==> src/pisx_regs.vh <==
// Constants for the single-transfer initiator sequencer.
// Assumes inclusion by pisx_seq.v only; definitions only.
`ifndef PISX_REGS_VH
`define PISX_REGS_VH
`define PISX_ST_FATAL_HI   39
`define PISX_ST_FATAL_LO   38
`define PISX_ST_RETRY      36
`define PISX_CMD_PREFIX    3'h3
`define PISX_BYTE_EN_ALL   4'h0
`define PISX_ADDR_W        32
`endif

==> src/pisx_seq.v <==
// Single data-phase memory read/write initiator sequencer for a bus interface core.
// Assumes the core's user port is synchronous to mclk and that start/dir come from user logic.
`timescale 1ns/1ns
`include "pisx_regs.vh"

// What this block does
// - Idle waits for start, then requests
// - Direction high writes, held during transfer
// - Register phase flag, detect falling edge
// - Register extended status one clock later
// - Strobe clears flags; phase loads them
// - Request goes to write or read
// - Stay in transfer until phase falls
// - Exit to dead, retry or done
// - Dead holds until reset
// - Retry returns to request next clock
// - Done returns to idle next clock
// - Always ready before requesting bus
// - Ready resets low, then always high
// - Request is one-cycle pulse in request
// - Extended request held at zero
// - Drive address from request on, except while a data phase owns the bus
// - Command wherever the address is driven, else byte enables
// - Write direction follows dir, registered
// - Complete high in request and transfer
// - Ready, direction, complete driven by logic
// - Tolerate repeated address strobes
module pisx_seq #(
    parameter ADDR_W = `PISX_ADDR_W
) (
    // Clock and reset
    input  wire              mclk,
    input  wire              rst_n,
    // User side
    input  wire              start,
    input  wire              dir,
    input  wire [ADDR_W-1:0] target_addr,
    output reg               busy,
    output reg               dead,
    // Core initiator status
    input  wire              addr_strobe_n,
    input  wire              xfer_phase,
    input  wire [39:0]       core_ext_status,
    // Core initiator controls
    output reg               bus_request,
    output reg               extended_bus_ask,
    output reg               ready,
    output reg               complete,
    output reg               user_write_direction,
    output reg  [3:0]        user_cmd_byte_en,
    // Shared address/data bus, address path only
    output reg  [ADDR_W-1:0] shared_addr_data_bus_out,
    output reg               shared_addr_data_bus_oe
);

    // Sequence of one attempt, in clocks of mclk: start is taken in idle,
    // the request pulse and complete rise with the request state, then the
    // sequencer waits in the transfer state while the core arbitrates,
    // strobes for the address (possibly several times) and runs its data
    // phase. The clock after the data phase ends, the exit branch reads the
    // flags left by the last phase cycle, so a status that arrives later than
    // one clock after the bus event would be missed. Only reset leaves the
    // dead state; the user must provide some way to pull rst_n after an
    // abort, or the sequencer stays out of service for good.

    // One-hot state codes. The dead state keeps a bit of its own so that a
    // sequencer stuck after an abort shows in a single flip-flop.
    localparam [6:0] ST_IDLE  = 7'h01;
    localparam [6:0] ST_REQ   = 7'h02;
    localparam [6:0] ST_WRITE = 7'h04;
    localparam [6:0] ST_READ  = 7'h08;
    localparam [6:0] ST_RETRY = 7'h10;
    localparam [6:0] ST_DONE  = 7'h20;
    localparam [6:0] ST_DEAD  = 7'h40;

    reg  [6:0] state_reg;
    reg  [6:0] state_next;
    reg        xfer_phase_delayed;
    reg        fatal_reg;
    reg        retry_reg;
    reg        request_next;
    reg        complete_next;
    reg        busy_next;
    reg        dead_next;
    wire       xfer_phase_end_pulse;
    wire       state_merged_transfer;
    wire       attempt_over;
    wire       strobe_now;
    wire       live_next;
    wire       phase_owns_bus;

    // High in every state in which the core may still be working on our
    // request, so that the address and the command must stay presented.
    function is_live(input [6:0] st);
        is_live = (st == ST_REQ) || (st == ST_WRITE) || (st == ST_READ);
    endfunction

    // Exit of a finished attempt. An abort outranks a retry, because a
    // retried abort would only hit the same faulty target again.
    function [6:0] exit_state(input fatal_in, input retry_in);
        exit_state = fatal_in ? ST_DEAD : (retry_in ? ST_RETRY : ST_DONE);
    endfunction

    // Memory write for a high direction, memory read for a low one.
    function [3:0] mem_command(input wr);
        mem_command = {`PISX_CMD_PREFIX, wr};
    endfunction

    assign xfer_phase_end_pulse  = !xfer_phase & xfer_phase_delayed;
    assign state_merged_transfer = (state_reg == ST_WRITE) || (state_reg == ST_READ);
    assign attempt_over          = state_merged_transfer && xfer_phase_end_pulse;
    assign strobe_now            = !addr_strobe_n;
    assign live_next             = is_live(state_next);
    // While a data phase runs the core owns the shared bus; a fresh strobe
    // after lost grant hands the address path back to this block.
    assign phase_owns_bus        = xfer_phase && !strobe_now;

    // The copy resets low, the idle level of the phase flag, so no false end
    // of phase is seen in the first clock after reset.
    always @(posedge mclk or negedge rst_n) begin
        if (!rst_n) begin
            xfer_phase_delayed <= 1'b0;
        end else begin
            xfer_phase_delayed <= xfer_phase;
        end
    end

    // Status is valid one clock after the bus event, so it is latched on
    // every phase cycle; the value left by the last phase is the one that
    // decides the exit. A strobe in the same cycle wins, since it opens a
    // new attempt for which the old status no longer applies. Status seen
    // outside a data phase is ignored on purpose.
    always @(posedge mclk or negedge rst_n) begin
        if (!rst_n) begin
            fatal_reg <= 1'b0;
            retry_reg <= 1'b0;
        end else if (strobe_now) begin
            fatal_reg <= 1'b0;
            retry_reg <= 1'b0;
        end else if (xfer_phase) begin
            fatal_reg <= core_ext_status[`PISX_ST_FATAL_HI] | core_ext_status[`PISX_ST_FATAL_LO];
            retry_reg <= core_ext_status[`PISX_ST_RETRY];
        end
    end

    // A rising start edge is not required: start held high simply issues a
    // new transaction after each done.
    always @* begin
        state_next = ST_IDLE;
        case (state_reg)
            ST_IDLE: begin
                state_next = start ? ST_REQ : ST_IDLE;
            end
            ST_REQ: begin
                state_next = dir ? ST_WRITE : ST_READ;
            end
            ST_WRITE, ST_READ: begin
                if (attempt_over)
                    state_next = exit_state(fatal_reg, retry_reg);
                else
                    state_next = state_reg;
            end
            ST_RETRY: begin
                state_next = ST_REQ;
            end
            ST_DONE: begin
                state_next = ST_IDLE;
            end
            ST_DEAD: begin
                state_next = ST_DEAD;
            end
            default: begin
                state_next = ST_IDLE;
            end
        endcase
    end

    // The state register. An illegal code falls back to idle through the
    // default branch above rather than locking up.
    always @(posedge mclk or negedge rst_n) begin
        if (!rst_n) begin
            state_reg <= ST_IDLE;
        end else begin
            state_reg <= state_next;
        end
    end

    // Output decode from the next state, so that every registered output is
    // valid in the very clock in which the state register enters that state.
    always @* begin
        request_next  = 1'b0;
        complete_next = 1'b0;
        busy_next     = 1'b1;
        dead_next     = 1'b0;
        case (state_next)
            ST_IDLE: begin
                busy_next = 1'b0;
            end
            ST_REQ: begin
                request_next  = 1'b1;
                complete_next = 1'b1;
            end
            ST_WRITE, ST_READ: begin
                complete_next = 1'b1;
            end
            ST_RETRY, ST_DONE: begin
                complete_next = 1'b0;
            end
            ST_DEAD: begin
                dead_next = 1'b1;
            end
            default: begin
                request_next = 1'b0;
            end
        endcase
    end

    // Data is always on hand, so the bus is never requested before this
    // block can move it and no wait states are inserted. A flip-flop rather
    // than a tie keeps the pin driven by logic.
    always @(posedge mclk or negedge rst_n) begin
        if (!rst_n) begin
            ready <= 1'b0;
        end else begin
            ready <= 1'b1;
        end
    end

    // The extended request stays low: single transfers never hold the bus.
    always @(posedge mclk or negedge rst_n) begin
        if (!rst_n) begin
            bus_request      <= 1'b0;
            extended_bus_ask <= 1'b0;
        end else begin
            bus_request      <= request_next;
            extended_bus_ask <= 1'b0;
        end
    end

    // Complete rises with the request itself, well inside the one clock that
    // the core allows, and drops the clock after the data phase ends.
    always @(posedge mclk or negedge rst_n) begin
        if (!rst_n) begin
            complete <= 1'b0;
        end else begin
            complete <= complete_next;
        end
    end

    // A registered copy of dir; since dir is held from start to done, the
    // copy is constant through each transaction, one clock later.
    always @(posedge mclk or negedge rst_n) begin
        if (!rst_n) begin
            user_write_direction <= 1'b0;
        end else begin
            user_write_direction <= dir;
        end
    end

    // Added status for the user: busy outside idle, dead until reset.
    always @(posedge mclk or negedge rst_n) begin
        if (!rst_n) begin
            busy <= 1'b0;
            dead <= 1'b0;
        end else begin
            busy <= busy_next;
            dead <= dead_next;
        end
    end

    // Outputs are registered and cannot follow the strobe in the same clock,
    // so the address is presented from the request on and kept up until a
    // data phase takes the bus; a repeated strobe presents it again. The
    // strobe alone is no promise that a data phase will follow.
    always @(posedge mclk or negedge rst_n) begin
        if (!rst_n) begin
            shared_addr_data_bus_oe  <= 1'b0;
            shared_addr_data_bus_out <= {ADDR_W{1'b0}};
        end else if (live_next) begin
            shared_addr_data_bus_oe  <= !phase_owns_bus;
            shared_addr_data_bus_out <= target_addr;
        end else begin
            shared_addr_data_bus_oe  <= 1'b0;
            shared_addr_data_bus_out <= {ADDR_W{1'b0}};
        end
    end

    // The command stands wherever the address does; in the data phase and
    // between transactions all byte enables are active. Other commands or
    // partial enables need only this block changed.
    always @(posedge mclk or negedge rst_n) begin
        if (!rst_n) begin
            user_cmd_byte_en <= `PISX_BYTE_EN_ALL;
        end else if (live_next && !phase_owns_bus) begin
            user_cmd_byte_en <= mem_command(dir);
        end else begin
            user_cmd_byte_en <= `PISX_BYTE_EN_ALL;
        end
    end

endmodule // pisx_seq

==> config.mk <==
export PLATFORM = sky130hd
export DESIGN_NAME = pisx_seq
export DESIGN_NICKNAME = d
export VERILOG_FILES = /design/src/pisx_seq.v
export VERILOG_INCLUDE_DIRS = /design/src
export SDC_FILE = /design/constraint.sdc
export NUM_CORES = 1
export LEC_CHECK = 0
export BUFFER_PORTS_ARGS = -buffer_cell sky130_fd_sc_hd__buf_4
export CAP_MARGIN = 10
export CORE_AREA = 10 10 82 84
export DETAILED_ROUTE_END_ITERATION = 8
export DIE_AREA = 0 0 92 94
export PLACE_DENSITY = 0.82
export REMOVE_ABC_BUFFERS = 1
export SYNTH_ARGS = -nofsm -noshare
export SYNTH_HDL_FRONTEND = slang
export SYNTH_SLANG_ARGS = --single-unit
==> constraint.sdc <==
create_clock -name mclk -period 1.7 [get_ports mclk]
set_clock_uncertainty 0.1 [all_clocks]
set_input_delay 0.085 -clock mclk [delete_from_list [all_inputs] [get_ports mclk]]
set_output_delay 0.085 -clock mclk [all_outputs]
set_load 0.02 [all_outputs]
==> results of run 1 <==
[logic make-up (layout without fill, tap and decap cells)]
family	count (synthesis)	count (layout)
and+or+nand+nor	56	56
xor gates and xnor gates	1	1
AOI/OAI and AO/OA	13	18
DFF	50	50
buffers and inverters	9	147
other	2	3
muxes	1	1
[routing by layer]
metal	GRT usage	wire length [um]	up-vias
met5	0	0	-
met4	0.0386	68	0
met3	0.0416	419	5
met2	0.247	3220	74
met1	0.157	2390	771
li1	-	-	731
[cell type report]
cell class	count	area (um^2)	share of cell area
repair buffers	138	1160	0.354
flip-flops and latches	50	1250	0.382
multi-input cells	79	681	0.207
inverters	1	3.75	0.00114
clock inverters	2	12.5	0.00381
well taps	70	87.6	0.0267
clock buffers	6	82.6	0.0251
[report_power, final]
group / switching [uW] / internal (uW) / leakage, uW
Clock: 378 / 327 / 0.0000472
Sequential: 114 / 1480 / 0.000656
Combinational: 935 / 885 / 0.000923
Total: 1430 / 2690 / 0.00163
[metrics by stage]
stage | TNS, ns | utilization
global placement | -4.04 | 0.498
CTS | -1.92 | 0.625
detailed placement | -5.68 | 0.498
floorplan | -2.12 | -
finish | -3.18 | 0.647
global route | -5.55 | 0.647
[Yosys cell counts (2+ instances only)]
cell,number
sky130_fd_sc_hd__buf_6,3
sky130_fd_sc_hd__a32oi_1,2
sky130_fd_sc_hd__nand2b_1,2
sky130_fd_sc_hd__conb_1,2
sky130_fd_sc_hd__a21oi_1,6
sky130_fd_sc_hd__and2_1,35
sky130_fd_sc_hd__nand2_1,3
sky130_fd_sc_hd__nor3_1,3
sky130_fd_sc_hd__buf_4,4
sky130_fd_sc_hd__nor2_1,3
sky130_fd_sc_hd__dfrtp_1,49
sky130_fd_sc_hd__nand3b_1,2
[timing repair]
item                                    in CTS  in global routing
endpoints found under the hold margin       86                  0
gates resized for setup                     18                 23
pin swaps                                   20                 14
hold buffers                                39                  0
cloned                                       5                  1
setup buffers                                5                  3
endpoints found under the setup margin      37                 42
[worst max-delay path, cell delays in order (launching register included)]
cell and delay, ns:
sky130_fd_sc_hd__dfrtp_1 0.40, sky130_fd_sc_hd__buf_6 0.14, sky130_fd_sc_hd__xnor2_4 0.18, sky130_fd_sc_hd__nor4_4 0.08
sky130_fd_sc_hd__buf_6 0.15, sky130_fd_sc_hd__buf_6 0.11, sky130_fd_sc_hd__a221o_2 0.40, sky130_fd_sc_hd__and2_1 0.18
[cell usage in the layout (no fill, tap or decap), types with 2 or more instances in the layout]
cell | synthesis | layout
sky130_fd_sc_hd__dfrtp_2 | 0 | 2
sky130_fd_sc_hd__and2_1 | 35 | 26
sky130_fd_sc_hd__nor2_4 | 0 | 2
sky130_fd_sc_hd__dfrtp_1 | 49 | 47
sky130_fd_sc_hd__a21oi_1 | 6 | 3
sky130_fd_sc_hd__nor3_1 | 3 | 3
sky130_fd_sc_hd__nand3b_1 | 2 | 2
sky130_fd_sc_hd__a21oi_2 | 0 | 3
sky130_fd_sc_hd__conb_1 | 2 | 3
sky130_fd_sc_hd__clkbuf_8 | 0 | 6
sky130_fd_sc_hd__and2_4 | 0 | 8
sky130_fd_sc_hd__dlygate4sd3_1 | 0 | 39
sky130_fd_sc_hd__buf_4 | 4 | 91
sky130_fd_sc_hd__buf_6 | 3 | 8
sky130_fd_sc_hd__a221o_2 | 0 | 4
[worst min path at each step]
stage                          endpoint  slack, ns  depth (start not counted)
floorplan                   bus_request      -0.31                          0
global placement    user_cmd_byte_en[1]       0.04                          1
detailed placement         state_reg[2]       0.04                          1
CTS                           fatal_reg       0.03                          3
global route        user_cmd_byte_en[1]       0.06                          3
finish                        fatal_reg       0.04                          3
==> out/summary.md, run 1 <==
The area enclosed by the die boundary is 0.00865 mm^2. The total area inside the core boundary comes to 0.00507 mm^2. The share of the synthesized area in the top cell type is 0.674, and the max-slew violation total from the final report is 0.

Summed over all instances, the cell type with the most area after synthesis is sky130_fd_sc_hd__dfrtp_1. STA puts the critical path data required time at 1.80 ns. The initial antenna violation count was 0.

The first detailed-routing pass took 4 iterations. The worst path setup slack after routing came out at -0.143 ns. Across all register-to-register paths, the minimum setup slack is -0.14 ns. Timing would allow up to 543 MHz.

A synthesized cell averages 13.8 um^2. Data arrives at the worst endpoint at 1.94 ns. Counting cells, the worst reg-to-reg path comes to 7. After filler insertion, the fill cell instance count of the layout stands at 401. The tools report the launch point of the worst reg-to-reg path as state_reg[3]. The period utilization is 1.08, and the via count of the first global-routing pass is 1771. Setup repair after global routing could not meet its margin everywhere.

The vertical die dimension was 94 um; the final number of setup-violating endpoints was 39. The effective utilization at floorplan came out at 0.358. In the final design database the tool counted 353 nets. For the relative slew slack, the log shows 0.593. In the routed design, unresolved DRC markers number 0. For the total number of yosys warnings, the log shows 0.

The tightest min-delay check is of the input pin to flip-flop type. The run gives 9.54 mm as the wire length of the first global-routing pass. The capture point of the critical path is shared_addr_data_bus_out[23]. The proportion of layout cells with a drive suffix above 1 works out to 0.511. The tools report the type of origin of the critical path as a flip-flop.

Count of flip-flops with a built-in enable after synthesis: 0. The final reports fail on negative setup slack. From left edge to right edge, the die measures 92 um.

In this run the cell area measured after placement is 0.00253 mm^2. The multiplexer share of the synthesized area is 0.00550, and the total number of clock tree sinks is 50. The routed layout has 1581 vias. The final critical-path required period came out at 1.84 ns.

The run finished, with violations left. For this design the top-level I/O count stands at 122. The tools report the number of buffers created by CTS as 5.

The worst setup path is of the flip-flop to flip-flop kind. After clock tree synthesis, the clock-pin slew on the worst setup and hold paths is 0.09 ns. The logs give 0.00182 mm^2 for the cell area after synthesis and 2 for the H-tree level count. After synthesis the netlist holds a flip-flop and latch count of 50.

STA classifies the critical path endpoint as a flip-flop. The most used flip-flop cell after synthesis is sky130_fd_sc_hd__dfrtp_1. The minimum setup slack after placement is -0.198 ns, and the diode insertion count for antenna repair is 0.

After the flow finishes, the layout carries non-filler instances totaling 346. Number of buffers added on ports: 82. The fraction of the yosys area taken by sequential cells is 0.688, and the number of unique standard cell types used by synthesis is 30. The area fraction in compound gates after synthesis is 0.0646, and the number of flip-flops in the largest register is 32. TritonCTS built the clock tree.

Detailed placement ended at an HPWL of 3.39 mm. The tools report the maximum root-to-sink buffer count as 2. The power density over the cells is 1250 mW/mm^2. The tools report the overall power after layout as 4120 uW. Across all hold checks on the routed design, the worst slack comes to 0.0377 ns. After detailed routing, the number of vias per cell comes to 4.57.

Sum of overflow across all layers after global routing: 0. The routed design has 6.09 mm of wire. In the synthesized netlist, the number of instances is 132.

The tools report the count of endpoints failing hold in the final timing report as 0. The static leakage was 0.00163 uW; the area fraction in and, or, nand and nor cells after synthesis was 0.193. At the later pin of the worst-skew pair, clock insertion delay measures 0.30 ns. Startpoint of the tightest hold check path: xfer_phase.

Including well taps, the total number of placed cells is 286. For the pin with the worst max-slew slack, the measured transition is 0.611 ns. The logs give 0.750 for the weighted congestion at the end of routability-driven global placement and 26 for the floorplan row count. The maximum number of pins on one net before global-route repair is 51, and the area growth from synthesis to layout is 80.6%.

Of all nets on the critical path, the largest fanout is 8. The share of async-settable or async-resettable flops after synthesis was 1.00. Clock tree root driver cell: sky130_fd_sc_hd__clkbuf_8. The number of nets with antenna violations after routing is 0. The most critical setup path has its startpoint at state_reg[3]. The adder and majority gate portion of the synthesized area is 0. Max-cap violations in this run came to 0. The capture instance of the worst register-to-register path was shared_addr_data_bus_out[23]. Sorting the synthesized cells by area gives the leading types as sky130_fd_sc_hd__dfrtp_1, sky130_fd_sc_hd__and2_1, sky130_fd_sc_hd__buf_6.

The xor/xnor cell area share of the yosys netlist was 0.00481; the average wire length per cell after detail routing was 17.6 um. By area, the combinational part of the netlist is dominated by simple AND/OR/NAND/NOR gates. The detailed router finished its first iteration with 40 violations. The post-route standard cell area excluding fillers was 0.00329 mm^2; the total routing resource utilization after global routing was 0.139. IR analysis of the VDD net gives a maximum drop of 0.570 mV.
Note: power is estimated with default switching activity, not from simulation.
==> run 2, diff against run 1 <==
--- a/config.mk
+++ b/config.mk
@@ -8,9 +8,9 @@
 export LEC_CHECK = 0
 export BUFFER_PORTS_ARGS = -buffer_cell sky130_fd_sc_hd__buf_4
 export CAP_MARGIN = 10
-export CORE_AREA = 10 10 82 84
+export CORE_AREA = 3 3 75 77
 export DETAILED_ROUTE_END_ITERATION = 8
-export DIE_AREA = 0 0 92 94
+export DIE_AREA = 0 0 78 80
 export PLACE_DENSITY = 0.82
 export REMOVE_ABC_BUFFERS = 1
 export SYNTH_ARGS = -nofsm -noshare
==> run 2 against run 1 <==
Net effect: the run still ends with negative setup slack left; clock power grew 20%; via count shrank 2.8%; global-route usage grew 2.5 points; first-iteration DRC count shrank 28%; wire length shrank 19%; register-to-register slack is essentially flat.
==> out/summary.md, run 2 (synthesis results as in run 1) <==
Horizontal die dimension: 78 um (-15%). The min-delay analysis places its worst path in the category input pin to flip-flop. The power density over the cells works out to 1290 mW/mm^2 (+3.1%).

TritonCTS built the clock tree. The relative slew slack was 0.595 (+0.00260). The tools report the total routing resource utilization after global routing as 0.164 (+0.0249). The core area is 0.00507 mm^2 (unchanged). Net count of the finished layout: 348 (-1.4%).

The run gives 122 (unchanged) as the number of placed I/O pins. The detail-routed via count per cell came out at 4.50 (-1.4%). The worst setup path is launched from a flip-flop. For the overall power after layout, the log shows 4130 uW (+0.25%). Leaving out fill and tap cells, the most frequent cell in the layout is sky130_fd_sc_hd__buf_4. The run gives -0.175 ns (+0.0232 ns) as the minimum setup slack after placement. The vertical die dimension works out to 80 um (-15%). The final reports fail on negative setup slack. The wire length of the first global-routing pass came out at 7.84 mm (-18%). The cell total after placement was 285 (-0.35%). The number of cells in the finished layout apart from fillers is 341 (-1.4%), and the initial antenna violation count is 0 (unchanged). Total number of clock tree sinks: 50 (unchanged).

Among all stages on the critical path, the largest delay is contributed by sky130_fd_sc_hd__dfrtp_1. The number of iterations in the first detailed-routing pass was 4 (unchanged); the final critical-path required period was 1.83 ns (-0.0105 ns). Final number of setup-violating endpoints: 40 (+2.6%). The run gives 0 (unchanged) as the max-capacitance violation count.

The logs give 51 (unchanged) for the maximum number of pins on one net before global-route repair and 4.91 mm (-19%) for the total routed wirelength. The proportion of layout cells with a drive suffix above 1 works out to 0.454 (-0.0570). The logs give 2.79 mm (-18%) for the detailed-placement wirelength estimate and 1.97 ns (+0.03 ns) for the arrival time reported for the critical path endpoint. The number of nets with antenna violations after routing was 0 (unchanged). Startpoint of the tightest hold check path: xfer_phase. The setup path with the least slack is of type flip-flop to flip-flop.

Setup repair after global routing could not meet its margin everywhere. The maximum cell stage delay along the critical path was 0.40 ns (about the same); the max-slew violation total from the final report was 0 (unchanged). The run gives -0.132 ns (+0.0105 ns) as the worst path setup slack after routing.

The tools report the static leakage as 0.00160 uW (-1.6%). In this run the critical register-to-register path is launched from state_reg[2]. The peak ir drop on the vdd network was 0.621 mV (+8.9%).

The worst path buffer plus inverter count works out to 2 (-1). For the final standard cell utilization of the core, the log shows 0.630 (-0.0178). The period utilization was 1.08 (-0.00618); the clock transition time at the flip-flop clock pins of the worst setup and hold paths was 0.09 ns (about the same). The count of endpoints failing hold in the final timing report was 0 (unchanged). The maximum root-to-sink buffer count came out at 2 (unchanged). Walking the worst path, the cells encountered are buf_6 > nor4_1 > and2_4 > a221o_2 > buf_6 > and2_4. For the number of buffers created by CTS, the log shows 5 (unchanged).

Number of flip-flops in the largest register: 32 (unchanged). The reg-to-reg setup timing slack is -0.13 ns (about the same). Total negative slack for setup checks: -3.62 ns (-0.447 ns). The largest delay contributor family on the critical path is simple AND/OR/NAND/NOR gates.

The effective utilization at floorplan is 0.358 (unchanged), and the maximum clock frequency is 546 MHz (+0.57%). The average wire length per cell after detail routing was 14.4 um (-18%); the number of remaining DRC errors was 0 (unchanged). The maximum fanout along the worst path was 6 (-2). The library cells used most frequently in the layout, excluding fill and tap cells, are sky130_fd_sc_hd__buf_4, sky130_fd_sc_hd__dfrtp_1, sky130_fd_sc_hd__dlygate4sd3_1, sky130_fd_sc_hd__and2_1, sky130_fd_sc_hd__clkbuf_8. The weighted congestion at the end of routability-driven global placement is 0.805 (+7.2%), and the number of buffers added on ports is 82 (unchanged). The diode insertion count for antenna repair was 0 (unchanged); the hold path depth was 3 (unchanged). For hold timing, the worst endpoint is user_cmd_byte_en[1].

The run gives 0.29 ns (about the same) as the clock insertion delay at the later pin of the skew report. The cell sitting at the root of the clock tree is a sky130_fd_sc_hd__clkbuf_8. The tools report the number of vias in the routed layout as 1536 (-2.8%).

The floorplan row count was 26 (unchanged). The run gives 2 (unchanged) as the H-tree level count. The area enclosed by the die boundary was 0.00624 mm^2 (-28%); the via count of the first global-routing pass was 1623 (-8.4%).

Path depth of the worst reg2reg path: 6 (-1). The endpoint identified for the worst register-to-register timing path is shared_addr_data_bus_out[6]. From synthesis to final layout, the design area changed by 75.7%. The critical path endpoint category is a flip-flop.

The run gives 1.84 ns (+0.04 ns) as the critical path data required time. The run finished, with violations left. The sum of overflow across all layers after global routing came out at 0 (unchanged). The tools report the number of DRC violations after detailed-routing iteration 0 as 29 (-28%). The worst-margin pin slew came out at 0.607 ns (-0.00391 ns).
## run 2: changes by cell type in the layout (fill, tap and decap cells not counted), sizes merged
cell and change:
clkinvlp -1, clkbuf +1, clkinv -1, buf -2, bufinv +1, a221o -3
## run 2: timing repair
item,4_1_cts,5_1_grt
resized for setup,9,12
cloned,2,0
pin swaps,1,5
setup buffers,4,3
hold buffers,39,0
endpoints found under the hold margin,86,0
setup endpoints to repair,35,43
## run 2: metrics by stage
step / instance area (um^2) / hold slack, ns
floorplan: 1760 / -0.311
CTS: 3110 / 0.0293
finish: 3200 / 0.0367
global placement: 2520 / 0.0253
detailed placement: 2520 / 0.0364
global route: 3200 / 0.0486
## run 2: cell type report
class                           count  area, um^2
Inverter                            1        3.75
Clock inverter                      1        30.0
Timing Repair Buffer              136        1140
Multi-Input combinational cell     76         594
Tap cell                           70        87.6
Clock buffer                        7        86.3
Sequential cell                    50        1260
Fill cell                         400        1880
## run 2: tightest hold or removal path, delay by kind of cell
| kind | cells | cell delay, ns |
|---|---|---|
| and+or+nand+nor | 2 | 0.18 |
| buffers and inverters | 1 | 0.13 |
## run 2: power by group
group | internal (uW) | switching, uW
combinational | 848 | 852
sequential | 1480 | 105
clock | 480 | 364
## run 2: worst max-delay path by stage
stage / start / to / slack (ns) / cells after the start
after floorplan: state_reg[2] / user_cmd_byte_en[0] / -0.09 / 4
after global placement: state_reg[2] / user_cmd_byte_en[0] / -0.12 / 4
after detailed placement: state_reg[2] / user_cmd_byte_en[0] / -0.18 / 4
after CTS: state_reg[0] / shared_addr_data_bus_out[19] / -0.06 / 6
after global routing: state_reg[2] / busy / -0.23 / 5
final: state_reg[2] / shared_addr_data_bus_out[6] / -0.13 / 6
## run 2: layer usage
metal	track usage	vias up	share of wire
li1	-	708	-
met1	0.179	760	0.37
met2	0.310	64	0.57
met3	0.0350	4	0.051
met4	0.0577	0	0.012
met5	0	-	0
